--- config.mk ---
export PLATFORM = sky130hd
export DESIGN_NAME = pcrb_top
export DESIGN_NICKNAME = d
export VERILOG_FILES = /design/src/rtl/pcrb_pkg.sv /design/src/rtl/pcrb_sync.sv /design/src/rtl/pcrb_top.sv
export VERILOG_INCLUDE_DIRS = /design/src /design/src/rtl
export SDC_FILE = /design/constraint.sdc
export NUM_CORES = 1
export LEC_CHECK = 0
export BUFFER_PORTS_ARGS = -buffer_cell sky130_fd_sc_hd__clkbuf_2
export CORE_MARGIN = 2
export CORE_UTILIZATION = 50
export DETAILED_ROUTE_END_ITERATION = 6
export MAX_ROUTING_LAYER = met4
export PLACE_DENSITY = 0.71
export SETUP_SLACK_MARGIN = 0.02
export SYNTH_ARGS = -nofsm -noshare
export SYNTH_HDL_FRONTEND = slang
export SYNTH_HIERARCHICAL = 1
export SYNTH_SLANG_ARGS = --single-unit
export TNS_END_PERCENT = 100
--- constraint.sdc ---
create_clock -name clk -period 5.7 [get_ports clk]
set_input_delay 1.425 -clock clk [delete_from_list [all_inputs] [get_ports clk]]
set_output_delay 1.425 -clock clk [all_outputs]
set_load 0.05 [all_outputs]
--- src/rtl/pcrb_params.svh ---
// Offsets, field positions, reset values and write masks of the
// regulator control register bank. Assumes an includer that needs them.
`ifndef PCRB_PARAMS_SVH
`define PCRB_PARAMS_SVH

// Register indices; byte address is four times the index
`define PCRB_IDX_REV 8'h00
`define PCRB_IDX_TRIM 8'h01
`define PCRB_IDX_CTL 8'h02
`define PCRB_IDX_MASKA 8'h21
`define PCRB_IDX_MASKB 8'h22
`define PCRB_IDX_MASK01 8'h23
`define PCRB_IDX_MASK23 8'h24
`define PCRB_IDX_LDSEL 8'h25
`define PCRB_IDX_LDHI 8'h26
`define PCRB_IDX_LDLO 8'h27
`define PCRB_IDX_PGSEL 8'h28
`define PCRB_IDX_PGCFG 8'h29
`define PCRB_IDX_PGFLT 8'h2A
`define PCRB_IDX_SYNC 8'h2B
`define PCRB_IDX_PINFN 8'h2C
`define PCRB_IDX_GPCFG 8'h2D
`define PCRB_IDX_GPIN 8'h2E
`define PCRB_IDX_GPOUT 8'h2F
`define PCRB_IDX_EVT 8'h30
`define PCRB_IDX_EVTMSK 8'h31

// Phase control fields
`define PCRB_CTL_EN 7
`define PCRB_CTL_GATE 6
`define PCRB_CTL_DIS 2
`define PCRB_CTL_RST 8'h04
`define PCRB_CTL_WMASK 8'hF4

// Writable bits of the plain read/write slots, slot 0 to 10
`define PCRB_WM_MASKA 8'h15
`define PCRB_WM_MASKB 8'h01
`define PCRB_WM_MASKPH 8'h55
`define PCRB_WM_LDSEL 8'h03
`define PCRB_WM_ALL 8'hFF
`define PCRB_WM_PGCFG 8'hF7
`define PCRB_WM_SYNC 8'hDF
`define PCRB_WM_GPCFG 8'h77
`define PCRB_WM_GPOUT 8'h07
`define PCRB_SLOTS 11
`define PCRB_NOSLOT 4'hF

// Event bits of the sticky status register
`define PCRB_EV_ON 0
`define PCRB_EV_OFF 1
`define PCRB_EV_LOAD 2
`define PCRB_EV_PIN 3

`endif

--- src/rtl/pcrb_pkg.sv ---
// Types of the regulator control register bank.
// Assumes the params header is compiled alongside.
package pcrb_pkg;
	// APB request from the master
	typedef struct packed {
		logic psel;
		logic penable;
		logic pwrite;
		logic [11:0] paddr;
		logic [31:0] pwdata;
	} pcrb_apb_in_t;
	// APB answer to the master
	typedef struct packed {
		logic pready;
		logic [31:0] prdata;
		logic pslverr;
	} pcrb_apb_out_t;
	// Trim memory image presented at reset
	typedef struct packed {
		logic [1:0] partId;
		logic [7:0] trimCode;
		logic phase0Enable;
		logic phase0PinGating;
		logic [1:0] phase0GatePinChoice;
		logic [1:0] ctlLow;
	} pcrb_otp_t;
	// Bus sequencer states, one-hot
	typedef enum logic [2:0] {
		BUS_WAIT = 3'b001,
		BUS_IDLE = 3'b010,
		BUS_DONE = 3'b100
	} pcrb_bus_t;
	// Whole state of the bank
	typedef struct packed {
		pcrb_bus_t bus;
		logic [7:0] ctl;
		logic [1:0] partId;
		logic [7:0] trimCode;
		logic [10:0][7:0] rw;
		logic [3:0] evtStat;
		logic [3:0] evtMask;
		logic [2:0] pinsPrev;
		logic [9:0] loadPrev;
		logic run;
		logic disch;
		logic [2:0] gpioDrv;
		logic [2:0] gpioOe;
		logic irq;
		pcrb_apb_out_t apbOut;
	} pcrb_state_t;
endpackage

--- src/rtl/pcrb_sync.sv ---
// Two-flop synchroniser, one per bit.
// Assumes inputs asynchronous to clk.
`timescale 1ns/1ps
`default_nettype none
module pcrb_sync #(
	parameter int WIDTH = 6
) (
	// Clock and reset
	input wire logic clk,
	input wire logic rst,
	// Raw and synchronised levels
	input wire logic [WIDTH-1:0] async,
	output logic [WIDTH-1:0] synced
);
	genvar i;
	// First stage feeds only the second stage
	generate
		for (i = 0; i < WIDTH; i++) begin : g_bit
			logic meta; // First stage, may go metastable
			logic settled; // Second stage, the only reader of meta
			always_ff @(posedge clk or posedge rst) begin
				if (rst) begin
					meta <= 1'b0;
					settled <= 1'b0;
				end else begin
					meta <= async[i];
					settled <= meta;
				end
			end
			// Each bit owns its own flops; the vector is only wired together
			assign synced[i] = settled;
		end
	endgenerate
endmodule // pcrb_sync
`default_nettype wire

--- src/rtl/pcrb_top.sv ---
// Control and status register bank of a multiphase regulator,
// reached over APB, with phase-zero enable and discharge logic.
// Assumes the trim image is stable while rst is high and after.
//
// Notes on behaviour
// - Enable bit 7 switches phase zero on
// - Gating bit 6 adds chosen pin condition
// - Pin choice 0..2 picks pin; 3 reserved
// - Discharge bit 2, resistor on when off
// - Revision bits 7:6 identity from trim memory
// - Revision bits 5:4 all-layer version index
// - Revision bits 3:0 metal spin count
// - Offset one returns trim image code
// - Programmable defaults come from trim memory
`timescale 1ns/1ps
`default_nettype none
`include "pcrb_params.svh"
module pcrb_top import pcrb_pkg::*; #(
	// Revision figures; values are arbitrary
	parameter logic [1:0] ALL_LAYER_REV = 2'h0,
	parameter logic [3:0] METAL_SPIN = 4'h0
) (
	// Clock and reset
	input wire logic clk,
	input wire logic rst,
	// APB slave
	input wire pcrb_apb_in_t apbIn,
	output pcrb_apb_out_t apbOut,
	// Trim memory image
	input wire pcrb_otp_t otpImage,
	// Pins from outside
	input wire logic [2:0] enPins,
	input wire logic [2:0] gpioPinIn,
	// Same-clock measurement inputs
	input wire logic [9:0] loadCurrent,
	input wire logic [3:0] pgFault,
	// Regulator controls
	output logic phase0Run,
	output logic phase0Discharge,
	// General pins, drive and enable
	output logic [2:0] gpioPinOut,
	output logic [2:0] gpioPinOe,
	// Interrupt level
	output logic irq
);
	// Reset image; trim fields follow from memory one cycle later
	localparam pcrb_state_t ST_RST = '{
		bus: BUS_WAIT,
		ctl: `PCRB_CTL_RST,
		default: '0
	};

	pcrb_state_t st_r; // Registered state
	pcrb_state_t st_nxt; // Next state
	logic [5:0] pinsSync; // Enable pins and general pins, synchronised
	logic [2:0] enSync; // Enable pins
	logic [2:0] gpSync; // General pins
	logic [7:0] idx; // Register index of the request
	logic inRange; // Aligned and inside the window
	logic [3:0] slot; // Plain read/write slot or none
	logic known; // Index decodes to a register
	logic [7:0] rdData; // Read value of the addressed register
	logic selPin; // Chosen gating pin level
	logic runNow; // Next phase state
	logic loaded; // Trim image has been taken
	logic doWrite; // Write completes at this edge
	logic [3:0] clrBits; // Status bits cleared by software
	logic [3:0] setBits; // Status bits raised by events

	// Pins cross into clk before anything looks at them
	pcrb_sync #(
		.WIDTH(6)
	) u_sync (
		.clk(clk),
		.rst(rst),
		.async({gpioPinIn, enPins}),
		.synced(pinsSync)
	);
	assign enSync = pinsSync[2:0];
	assign gpSync = pinsSync[5:3];

	// Map an index onto a plain read/write slot
	function automatic logic [3:0] slotOf(input logic [7:0] i);
		case (i)
			`PCRB_IDX_MASKA: slotOf = 4'h0;
			`PCRB_IDX_MASKB: slotOf = 4'h1;
			`PCRB_IDX_MASK01: slotOf = 4'h2;
			`PCRB_IDX_MASK23: slotOf = 4'h3;
			`PCRB_IDX_LDSEL: slotOf = 4'h4;
			`PCRB_IDX_PGSEL: slotOf = 4'h5;
			`PCRB_IDX_PGCFG: slotOf = 4'h6;
			`PCRB_IDX_SYNC: slotOf = 4'h7;
			`PCRB_IDX_PINFN: slotOf = 4'h8;
			`PCRB_IDX_GPCFG: slotOf = 4'h9;
			`PCRB_IDX_GPOUT: slotOf = 4'hA;
			default: slotOf = `PCRB_NOSLOT;
		endcase
	endfunction

	// Writable bits per slot; reserved bits hold their reset zero
	function automatic logic [7:0] wmaskOf(input logic [3:0] s);
		case (s)
			4'h0: wmaskOf = `PCRB_WM_MASKA;
			4'h1: wmaskOf = `PCRB_WM_MASKB;
			4'h2: wmaskOf = `PCRB_WM_MASKPH;
			4'h3: wmaskOf = `PCRB_WM_MASKPH;
			4'h4: wmaskOf = `PCRB_WM_LDSEL;
			4'h6: wmaskOf = `PCRB_WM_PGCFG;
			4'h7: wmaskOf = `PCRB_WM_SYNC;
			4'h9: wmaskOf = `PCRB_WM_GPCFG;
			4'hA: wmaskOf = `PCRB_WM_GPOUT;
			default: wmaskOf = `PCRB_WM_ALL;
		endcase
	endfunction

	// Address decode; unaligned or far addresses are errors
	assign idx = apbIn.paddr[9:2];
	assign inRange = (apbIn.paddr[11:10] == 2'h0) && (apbIn.paddr[1:0] == 2'h0);
	assign slot = slotOf(idx);

	// Which indices answer at all
	always_comb begin
		case (idx)
			`PCRB_IDX_REV, `PCRB_IDX_TRIM, `PCRB_IDX_CTL,
			`PCRB_IDX_LDHI, `PCRB_IDX_LDLO, `PCRB_IDX_PGFLT,
			`PCRB_IDX_GPIN, `PCRB_IDX_EVT, `PCRB_IDX_EVTMSK: known = inRange;
			default: known = inRange && (slot != `PCRB_NOSLOT);
		endcase
	end

	// Read mux; live inputs are sampled in the setup cycle
	always_comb begin
		case (idx)
			`PCRB_IDX_REV: rdData = {st_r.partId, ALL_LAYER_REV, METAL_SPIN};
			`PCRB_IDX_TRIM: rdData = st_r.trimCode;
			`PCRB_IDX_CTL: rdData = st_r.ctl;
			`PCRB_IDX_LDHI: rdData = {6'h00, loadCurrent[9:8]};
			`PCRB_IDX_LDLO: rdData = loadCurrent[7:0];
			`PCRB_IDX_PGFLT: rdData = {4'h0, pgFault};
			`PCRB_IDX_GPIN: rdData = {5'h00, gpSync};
			`PCRB_IDX_EVT: rdData = {4'h0, st_r.evtStat};
			`PCRB_IDX_EVTMSK: rdData = {4'h0, st_r.evtMask};
			default: rdData = (slot == `PCRB_NOSLOT) ? 8'h00 : st_r.rw[slot];
		endcase
	end

	// Gating pin choice; the reserved code gates the phase off
	always_comb begin
		case (st_r.ctl[5:4])
			2'h0: selPin = enSync[0];
			2'h1: selPin = enSync[1];
			2'h2: selPin = enSync[2];
			default: selPin = 1'b0;
		endcase
	end

	// Phase runs on the bit alone, or on bit and pin when gated
	assign runNow = st_r.ctl[`PCRB_CTL_EN] && (!st_r.ctl[`PCRB_CTL_GATE] || selPin);

	assign loaded = (st_r.bus != BUS_WAIT);
	// A write lands only at the edge where pready is sampled
	assign doWrite = (st_r.bus == BUS_DONE) && apbIn.psel && apbIn.penable && apbIn.pwrite && known;
	assign clrBits = (doWrite && idx == `PCRB_IDX_EVT) ? apbIn.pwdata[3:0] : 4'h0;

	// Events; the load cycle has no history to compare with
	// Pin history starts at zero, so a pin that is high may log one event after reset
	always_comb begin
		setBits = 4'h0;
		setBits[`PCRB_EV_ON] = runNow && !st_r.run;
		setBits[`PCRB_EV_OFF] = !runNow && st_r.run;
		setBits[`PCRB_EV_LOAD] = loaded && (loadCurrent != st_r.loadPrev);
		setBits[`PCRB_EV_PIN] = loaded && (gpSync != st_r.pinsPrev);
	end

	// Next state
	always_comb begin
		st_nxt = st_r;
		case (st_r.bus)
			BUS_WAIT: begin
				// Take the programmable defaults from trim memory
				st_nxt.partId = otpImage.partId;
				st_nxt.trimCode = otpImage.trimCode;
				st_nxt.ctl[`PCRB_CTL_EN] = otpImage.phase0Enable;
				st_nxt.ctl[`PCRB_CTL_GATE] = otpImage.phase0PinGating;
				st_nxt.ctl[5:4] = otpImage.phase0GatePinChoice;
				st_nxt.ctl[1:0] = otpImage.ctlLow;
				st_nxt.bus = BUS_IDLE;
			end
			BUS_IDLE: begin
				// Setup cycle: answer in the following access cycle
				// An access whose setup fell in the load cycle is answered one cycle late
				if (apbIn.psel) begin
					st_nxt.apbOut.pready = 1'b1;
					st_nxt.apbOut.pslverr = !known;
					st_nxt.apbOut.prdata = (known && !apbIn.pwrite) ? {24'h000000, rdData} : 32'h00000000;
					st_nxt.bus = BUS_DONE;
				end
			end
			BUS_DONE: begin
				// Access cycle ends here; drop the answer
				st_nxt.apbOut = '0;
				st_nxt.bus = BUS_IDLE;
				if (doWrite) begin
					// Read-only indices fall through untouched
					if (idx == `PCRB_IDX_CTL) begin
						st_nxt.ctl = (st_r.ctl & ~`PCRB_CTL_WMASK) | (apbIn.pwdata[7:0] & `PCRB_CTL_WMASK);
					end else if (idx == `PCRB_IDX_EVTMSK) begin
						st_nxt.evtMask = apbIn.pwdata[3:0];
					end else if (slot != `PCRB_NOSLOT) begin
						st_nxt.rw[slot] = (st_r.rw[slot] & ~wmaskOf(slot)) | (apbIn.pwdata[7:0] & wmaskOf(slot));
					end
				end
			end
			default: begin
				// Unreachable code; recover to the loading state
				st_nxt.bus = BUS_WAIT;
			end
		endcase
		// A new event outweighs a clear in the same cycle
		st_nxt.evtStat = (st_r.evtStat & ~clrBits) | setBits;
		st_nxt.pinsPrev = gpSync;
		st_nxt.loadPrev = loadCurrent;
		st_nxt.run = runNow;
		st_nxt.disch = st_r.ctl[`PCRB_CTL_DIS] && !runNow;
		// Open-drain pins only ever pull low
		st_nxt.gpioDrv = st_nxt.rw[10][2:0] & ~st_nxt.rw[9][6:4];
		st_nxt.gpioOe = st_nxt.rw[9][2:0] & (~st_nxt.rw[9][6:4] | ~st_nxt.rw[10][2:0]);
		st_nxt.irq = |(st_nxt.evtStat & st_nxt.evtMask);
	end

	// State register
	always_ff @(posedge clk or posedge rst) begin
		if (rst) begin
			st_r <= ST_RST;
		end else begin
			st_r <= st_nxt;
		end
	end

	// Outputs straight from the state register
	assign apbOut = st_r.apbOut;
	assign phase0Run = st_r.run;
	assign phase0Discharge = st_r.disch;
	assign gpioPinOut = st_r.gpioDrv;
	assign gpioPinOe = st_r.gpioOe;
	assign irq = st_r.irq;
endmodule // pcrb_top
`default_nettype wire

# Yosys cells after proc, flatten, opt, wreduce, memory -nomap -nowiden
# Memory sizes are Yosys's and may differ from the RTL's.
# Cells that the tools add are included.
[classes] magnitude_cmp=2 reduce_logical=34 muxes=39 n_eq_ne=32 bitwise=16
[op_table] op="$mux 83" n=5
[op_table] op="$eq 8x6->1 const B" n=17
[op_table] op="$mux 8" n=16
[op_table] op="$bwmux 88" n=1
[op_table] op="$pmux 8 s9" n=1
[op_table] op="$pmux 34 s2" n=1
[op_table] op="$pmux 4 s11" n=1
[op_table] op="$mux 34" n=1
[op_table] op="$bmux 8 s4" n=1
[op_table] op="$demux 8 s4" n=1
[op_table] op="$mux 4" n=5
[op_table] op="$and 8x8->8" n=2
[op_table] op="$logic_and 1x1->1" n=15
[op_table] op="$ne 10x10->1" n=1
[op_table] op="$reduce_or 9->1" n=1
[op_table] op="$and 4x4->4" n=2
[op_table] op="$eq 8x1->1 const B" n=1
[op_table] op="$eq 8x2->1 const B" n=1
[op_table] op="$logic_not 8->1" n=1
[op_table] op="$not 8->8" n=1
[op_table] op="$or 4x8->8" n=1
[op_table] op="$or 8x8->8" n=1
[op_table] op="$pmux 4 s2" n=1
[op_table] op="$and 3x3->3" n=2
[op_table] op="other kinds (32)" n=43
[totals] word_cells=167 mem_count=2 regBits=185 romBits=224 output_inout_bits=43
[memory_table] memory="(no name shown)" words=16 word_bits=7 rd=1 rd_ports_with_merged_regs=0 write_ports=0 line="pcrb_top.sv:102" source="case (s)"
[memory_table] memory="(no name shown)" words=16 word_bits=7 rd=1 rd_ports_with_merged_regs=0 write_ports=0 line="pcrb_top.sv:102"

# Depth between registers and ports, before layout
[logic_depth] word_depth=20 ltp_mapped=16 depth_no_buf=12

# By module
# The synthesis kept the hierarchy.
[modules_own_cells] module="pcrb_top" cells_per_inst=833 instances=1 area_each_um2=8160.3 seq_area_each_um2=3706.1
[modules_own_cells] module="pcrb_sync" cells_per_inst=19 instances=1 area_each_um2=349.1 seq_area_each_um2=300.3

# Worst setup path before layout
# OpenSTA, ideal clock, no wires.
[synth_timing] path_type="in2reg" start="input port apbIn[36] (netlist name)" end="register st_r, in the netlist gpioPinOe[0]" path_buffers=4 arrival_ns=4.221 setup_ns=0.082 stages=15 path_slack_ns=1.397 path_cell_list="buf_2 > nand2b_1 > buf_2 > a211o_1 > buf_2 > nand2_2 > inv_1 > ha_1 > or2_2 > o2111a_1 > or3b_2 > o41ai_1 > buf_2 > o21ai_1 > mux2i_1"
[synth_lines] element="from (decl)" line="pcrb_top.sv:27" source="input wire pcrb_apb_in_t apbIn,"
[synth_lines] element="to (signal assigned)" line="pcrb_top.sv:236" source="st_r <= st_nxt;"
[synth_lines] element="to (decl)" line="pcrb_top.sv:53" source="pcrb_state_t st_r;"

==> results list <==
* Type of origin of the critical path: primary input
* Biggest fanout along the worst timing path: 23
- The design draws 2.89 mW.
* Register clock-pin slew on the reported worst setup and hold paths: approximately 0.060 ns
- The share of total power dissipated in sequential elements is around 45%.
- Summed over all nets, the switching power comes to approximately 0.83 mW.
- The Yosys step of the flow raised 6 warnings.
* Avg Cell Area, Syn: 9.99 sq um
- CTS root buf: sky130_fd_sc_hd__clkbuf_16
- Area taken by multi-input logic gates: roughly 4000 sq um
- Dividing total power by cell area gives a power density of around 300 nW/um^2.
* H-Tree Depth: 4
* Critical path endpoint category: flop
* Capture point of the worst path: gpioPinOe[2]
- From synthesis to final layout, the design area changed by 11.6%.
- The setup check on the worst reg-to-reg path leaves a slack of approximately 2.5 ns.
* Core Region: around 17000 sq um
- Entering global routing, the biggest net connects 53 pins.
* Start point of the critical path: apbIn[35]
- Leakage component of the power: roughly 4.3 nW
* Initial DRC count: about 840
- The critical path is of the in2reg type.
* Max-cap viol count: 0
- Die Height: 134 microns
* DP Worst Slack: roughly 0.63 ns
* Overall routing resource usage: slightly below 30%
* Wire length of the first global-routing pass: about 39 mm
- Setup violations remaining at the end of the flow were counted as 0.
- The routed design has 24.7 mm of wire.
* Switch share: between 20% and 30%
* Die area: between 15000 and 20000 sq um
* Number of resized instances in the post-cts repair step: 0
- TritonRoute pass-1 iters: 6
- CTS Hold Buffers Added: 0
- In this run, synthesis produced a sequential element count of 160.
- For this run, design rule violations remaining after detail routing come to 0.
- Required time of the worst setup path: roughly 6.0 ns
* Outcome: finished, final reports clean
- Internal power: ~2.1 mW
- Slew @ Worst Pin: between 0.8 and 0.9 ns
- Mapped Area: approximately 8500 sq um
- Avg WL per Cell: 21.7 microns
- TritonCTS clock tree: yes
* Destination of the worst register-to-register timing path: gpioPinOe[2]
- Registers take ~4000 sq um.
- Proportion of register bits with asynchronous set or reset after synthesis: 100%
* Achievable Freq: 212 MHz
* Number of filler cells placed in the layout: ~1500
* Sequential-to-total area share from yosys stat: between 40 and 50%
* TritonCTS Buffers: 17
- The congestion estimate from routability-driven global placement came to around 1.0.
* Total congestion overflow: 0
- Counting flops with a built-in enable in the synthesized netlist gives 0.
- Headroom to the max-slew limit came out at 40.4%.
* Max Transition Viols Final: 0
* Post-route core utilization: between 50% and 60%
- In this run the critical register-to-register path is launched from st_r[172].
* Combinational share of power: roughly 17%
* Fin worst setup slack: slightly below 1 ns
- In this run the tool buffered the top-level ports with between 70 and 80 buffer cells.
- For the final routed database, the setup TNS stands at 0 ns.
- The initialized floorplan defines 47 standard-cell rows.
- In this run, distinct cell masters in the synthesized netlist total just over 80.
* I/O pin count: about 130
* Total via count after detailed routing: slightly above 7000
- Worst endpoint data arrival time: 4.98 ns
- Number of inserted diodes: 0
- Number of sinks handled by clock tree synthesis: 160
- Clock tree buffer depth: 2
* Final min period: between 4 and 5 ns
- Type of the most critical hold path: reg2reg
- Buffers inserted by post-CTS timing repair: 0
- Half-perimeter wire length after placement: between 15 and 20 mm
- Setup repair after global routing left no endpoint under its margin.
* Initial Util: between 50 and 60%
- In this run the remaining antenna-violating nets after routing total 0.
- Among all flip-flop cells after synthesis, the most frequent one is sky130_fd_sc_hd__dfrtp_1.
- The number of antenna violations at the first check in global routing came to 0.
- The final layout contains ~1000 nets.
* Die width: 134 microns
* Worst Reg2Reg Path Length in Cells: 7
- Final period util: between 80% and 90%
- Proportion of layout cells with a drive suffix above 1: 22.1%
- Average vias per placed instance: 6.18
* Peak ir drop on the vdd network: 0.252 mV
- The clock network is responsible for about two fifths of the overall power.
* Clock insertion delay at the later pin of the skew report: around 0.44 ns
* Final setup skew: approximately 0.0084 ns
- Final Hold Fails: 0
- Gate count after technology mapping: 852
* Vias in the first global route: 6712
==> registers in the layout, summed over array words and instances (netlist names) <==
name                  count
st_r                    129
apbOut                   10
u_sync/g_bit.meta         6
u_sync/g_bit.settled      6
gpioPinOe                 3
gpioPinOut                3
irq                       1
phase0Discharge           1
phase0Run                 1
==> Yosys cell counts, types with 5 or more instances <==
master | number | area, sq um
sky130_fd_sc_hd__nand3b_1 | 5 | 37.5
sky130_fd_sc_hd__nor2_1 | 40 | 150
sky130_fd_sc_hd__clkbuf_1 | 18 | 67.6
sky130_fd_sc_hd__mux2_2 | 43 | 484
sky130_fd_sc_hd__o21ai_0 | 84 | 420
sky130_fd_sc_hd__a222oi_1 | 6 | 60.1
sky130_fd_sc_hd__nand2_1 | 113 | 424
sky130_fd_sc_hd__nand2b_1 | 9 | 56.3
sky130_fd_sc_hd__a22oi_1 | 8 | 60.1
sky130_fd_sc_hd__xnor2_1 | 11 | 96.3
sky130_fd_sc_hd__a22o_1 | 15 | 131
sky130_fd_sc_hd__nor2b_1 | 6 | 37.5
sky130_fd_sc_hd__a21o_1 | 7 | 52.6
sky130_fd_sc_hd__buf_2 | 20 | 100
sky130_fd_sc_hd__nor4_1 | 6 | 37.5
sky130_fd_sc_hd__o221ai_1 | 5 | 43.8
sky130_fd_sc_hd__nand4_1 | 10 | 62.6
sky130_fd_sc_hd__buf_4 | 47 | 353
sky130_fd_sc_hd__o21a_1 | 6 | 45.0
sky130_fd_sc_hd__mux2i_1 | 17 | 170
sky130_fd_sc_hd__o22ai_1 | 6 | 37.5
sky130_fd_sc_hd__o31ai_1 | 5 | 37.5
sky130_fd_sc_hd__a211oi_1 | 7 | 52.6
sky130_fd_sc_hd__nor3_1 | 10 | 50.1
sky130_fd_sc_hd__a31oi_1 | 8 | 50.1
sky130_fd_sc_hd__a21oi_1 | 21 | 105
sky130_fd_sc_hd__nand3_1 | 31 | 155
sky130_fd_sc_hd__xor2_1 | 6 | 52.6
sky130_fd_sc_hd__dfrtp_1 | 158 | 3950
sky130_fd_sc_hd__inv_1 | 13 | 48.8
==> placed cells by master, fill, tap and decap left out, types with 11 or more instances in the layout <==
master,instances
sky130_fd_sc_hd__nand2_1,113
sky130_fd_sc_hd__buf_4,25
sky130_fd_sc_hd__a21oi_1,21
sky130_fd_sc_hd__a22o_1,15
sky130_fd_sc_hd__conb_1,24
sky130_fd_sc_hd__mux2i_1,17
sky130_fd_sc_hd__nor2_1,40
sky130_fd_sc_hd__nand3_1,31
sky130_fd_sc_hd__o21ai_0,84
sky130_fd_sc_hd__inv_1,12
sky130_fd_sc_hd__mux2_2,43
sky130_fd_sc_hd__xnor2_1,11
sky130_fd_sc_hd__dfrtp_1,158
sky130_fd_sc_hd__clkbuf_16,17
sky130_fd_sc_hd__clkbuf_2,79
==> cell type report <==
cell class                 count  share of cell area [%]
timing repair buffer         104                    6.14
sequential                   160                    42.2
multi-input combinational    614                    42.2
tap                          220                    2.90
clock buffer                  22                    4.78
inverter                      13                   0.567
clock inverter                10                    1.19
==> worst min-delay path by stage <==
stage                               startpoint                       to  depth (start not counted)
after floorplan           u_sync/g_bit[0].meta  u_sync/g_bit[0].settled                          0
after CTS                 u_sync/g_bit[0].meta  u_sync/g_bit[0].settled                          0
after global placement    u_sync/g_bit[0].meta  u_sync/g_bit[0].settled                          0
final                     u_sync/g_bit[0].meta  u_sync/g_bit[0].settled                          0
after detailed placement  u_sync/g_bit[0].meta  u_sync/g_bit[0].settled                          0
after global routing      u_sync/g_bit[2].meta  u_sync/g_bit[2].settled                          0
==> kinds of logic (layout without fill, tap and decap cells) <==
kind of cell / count (synthesis) / after routing / synth area share, %
mux: 62 / 62 / 8.13
compound gates: 243 / 243 / 19.8
xor+xnor: 17 / 17 / 1.75
buf+inv: 101 / 149 / 6.91
other cells: 1 / 24 / 0.0441
flops: 160 / 160 / 47.1
simple gates: 263 / 263 / 15.6
fa+ha+maj: 5 / 5 / 0.706
==> power groups by stage <==
stage	clock, mW	sequential, mW	combinational, mW
5_1_grt	1.18	1.30	0.517
6_report	1.12	1.29	0.479
3_5_place_dp	0	1.31	0.474
2_1_floorplan	0	1.30	0.362
3_3_place_gp	0	1.30	0.467
4_1_cts	1.13	1.29	0.476
==> worst max-delay path, cell delays in order <==
cell and delay (ns):
sky130_fd_sc_hd__clkbuf_2 0.40, sky130_fd_sc_hd__nor4b_4 0.54, sky130_fd_sc_hd__a211o_1 0.22, sky130_fd_sc_hd__nand2_2 0.19
sky130_fd_sc_hd__inv_1 0.33, sky130_fd_sc_hd__ha_1 0.34, sky130_fd_sc_hd__nand2_1 0.08, sky130_fd_sc_hd__o22ai_1 0.13
sky130_fd_sc_hd__a21oi_1 0.11, sky130_fd_sc_hd__o21a_1 0.19, sky130_fd_sc_hd__a211oi_1 0.39, sky130_fd_sc_hd__nor2_1 0.10
sky130_fd_sc_hd__o31ai_1 0.50
==> stage by stage <==
| step | cells | area, sq um | hold WS [ns] |
|---|---|---|---|
| 6_report | 1143 | 9490 | 0.349 |
| 5_1_grt | 1143 | 9490 | 0.358 |
| 4_1_cts | 1143 | 9490 | 0.351 |
| 3_5_place_dp | 1111 | 8930 | 0.337 |
| 3_3_place_gp | 1111 | 8930 | 0.334 |
| 2_1_floorplan | 875 | 8600 | 0.331 |
==> routing by layer <==
layer  global-route usage (%)  vias up  routed length (microns)
li1                         -     3183                        -
met1                     40.6     3423                    10600
met2                     41.7      408                    10900
met3                     7.39       54                     2500
met4                     10.6        0                      686
met5                        -        -                        0
Note: power is estimated with default switching activity, not from simulation.
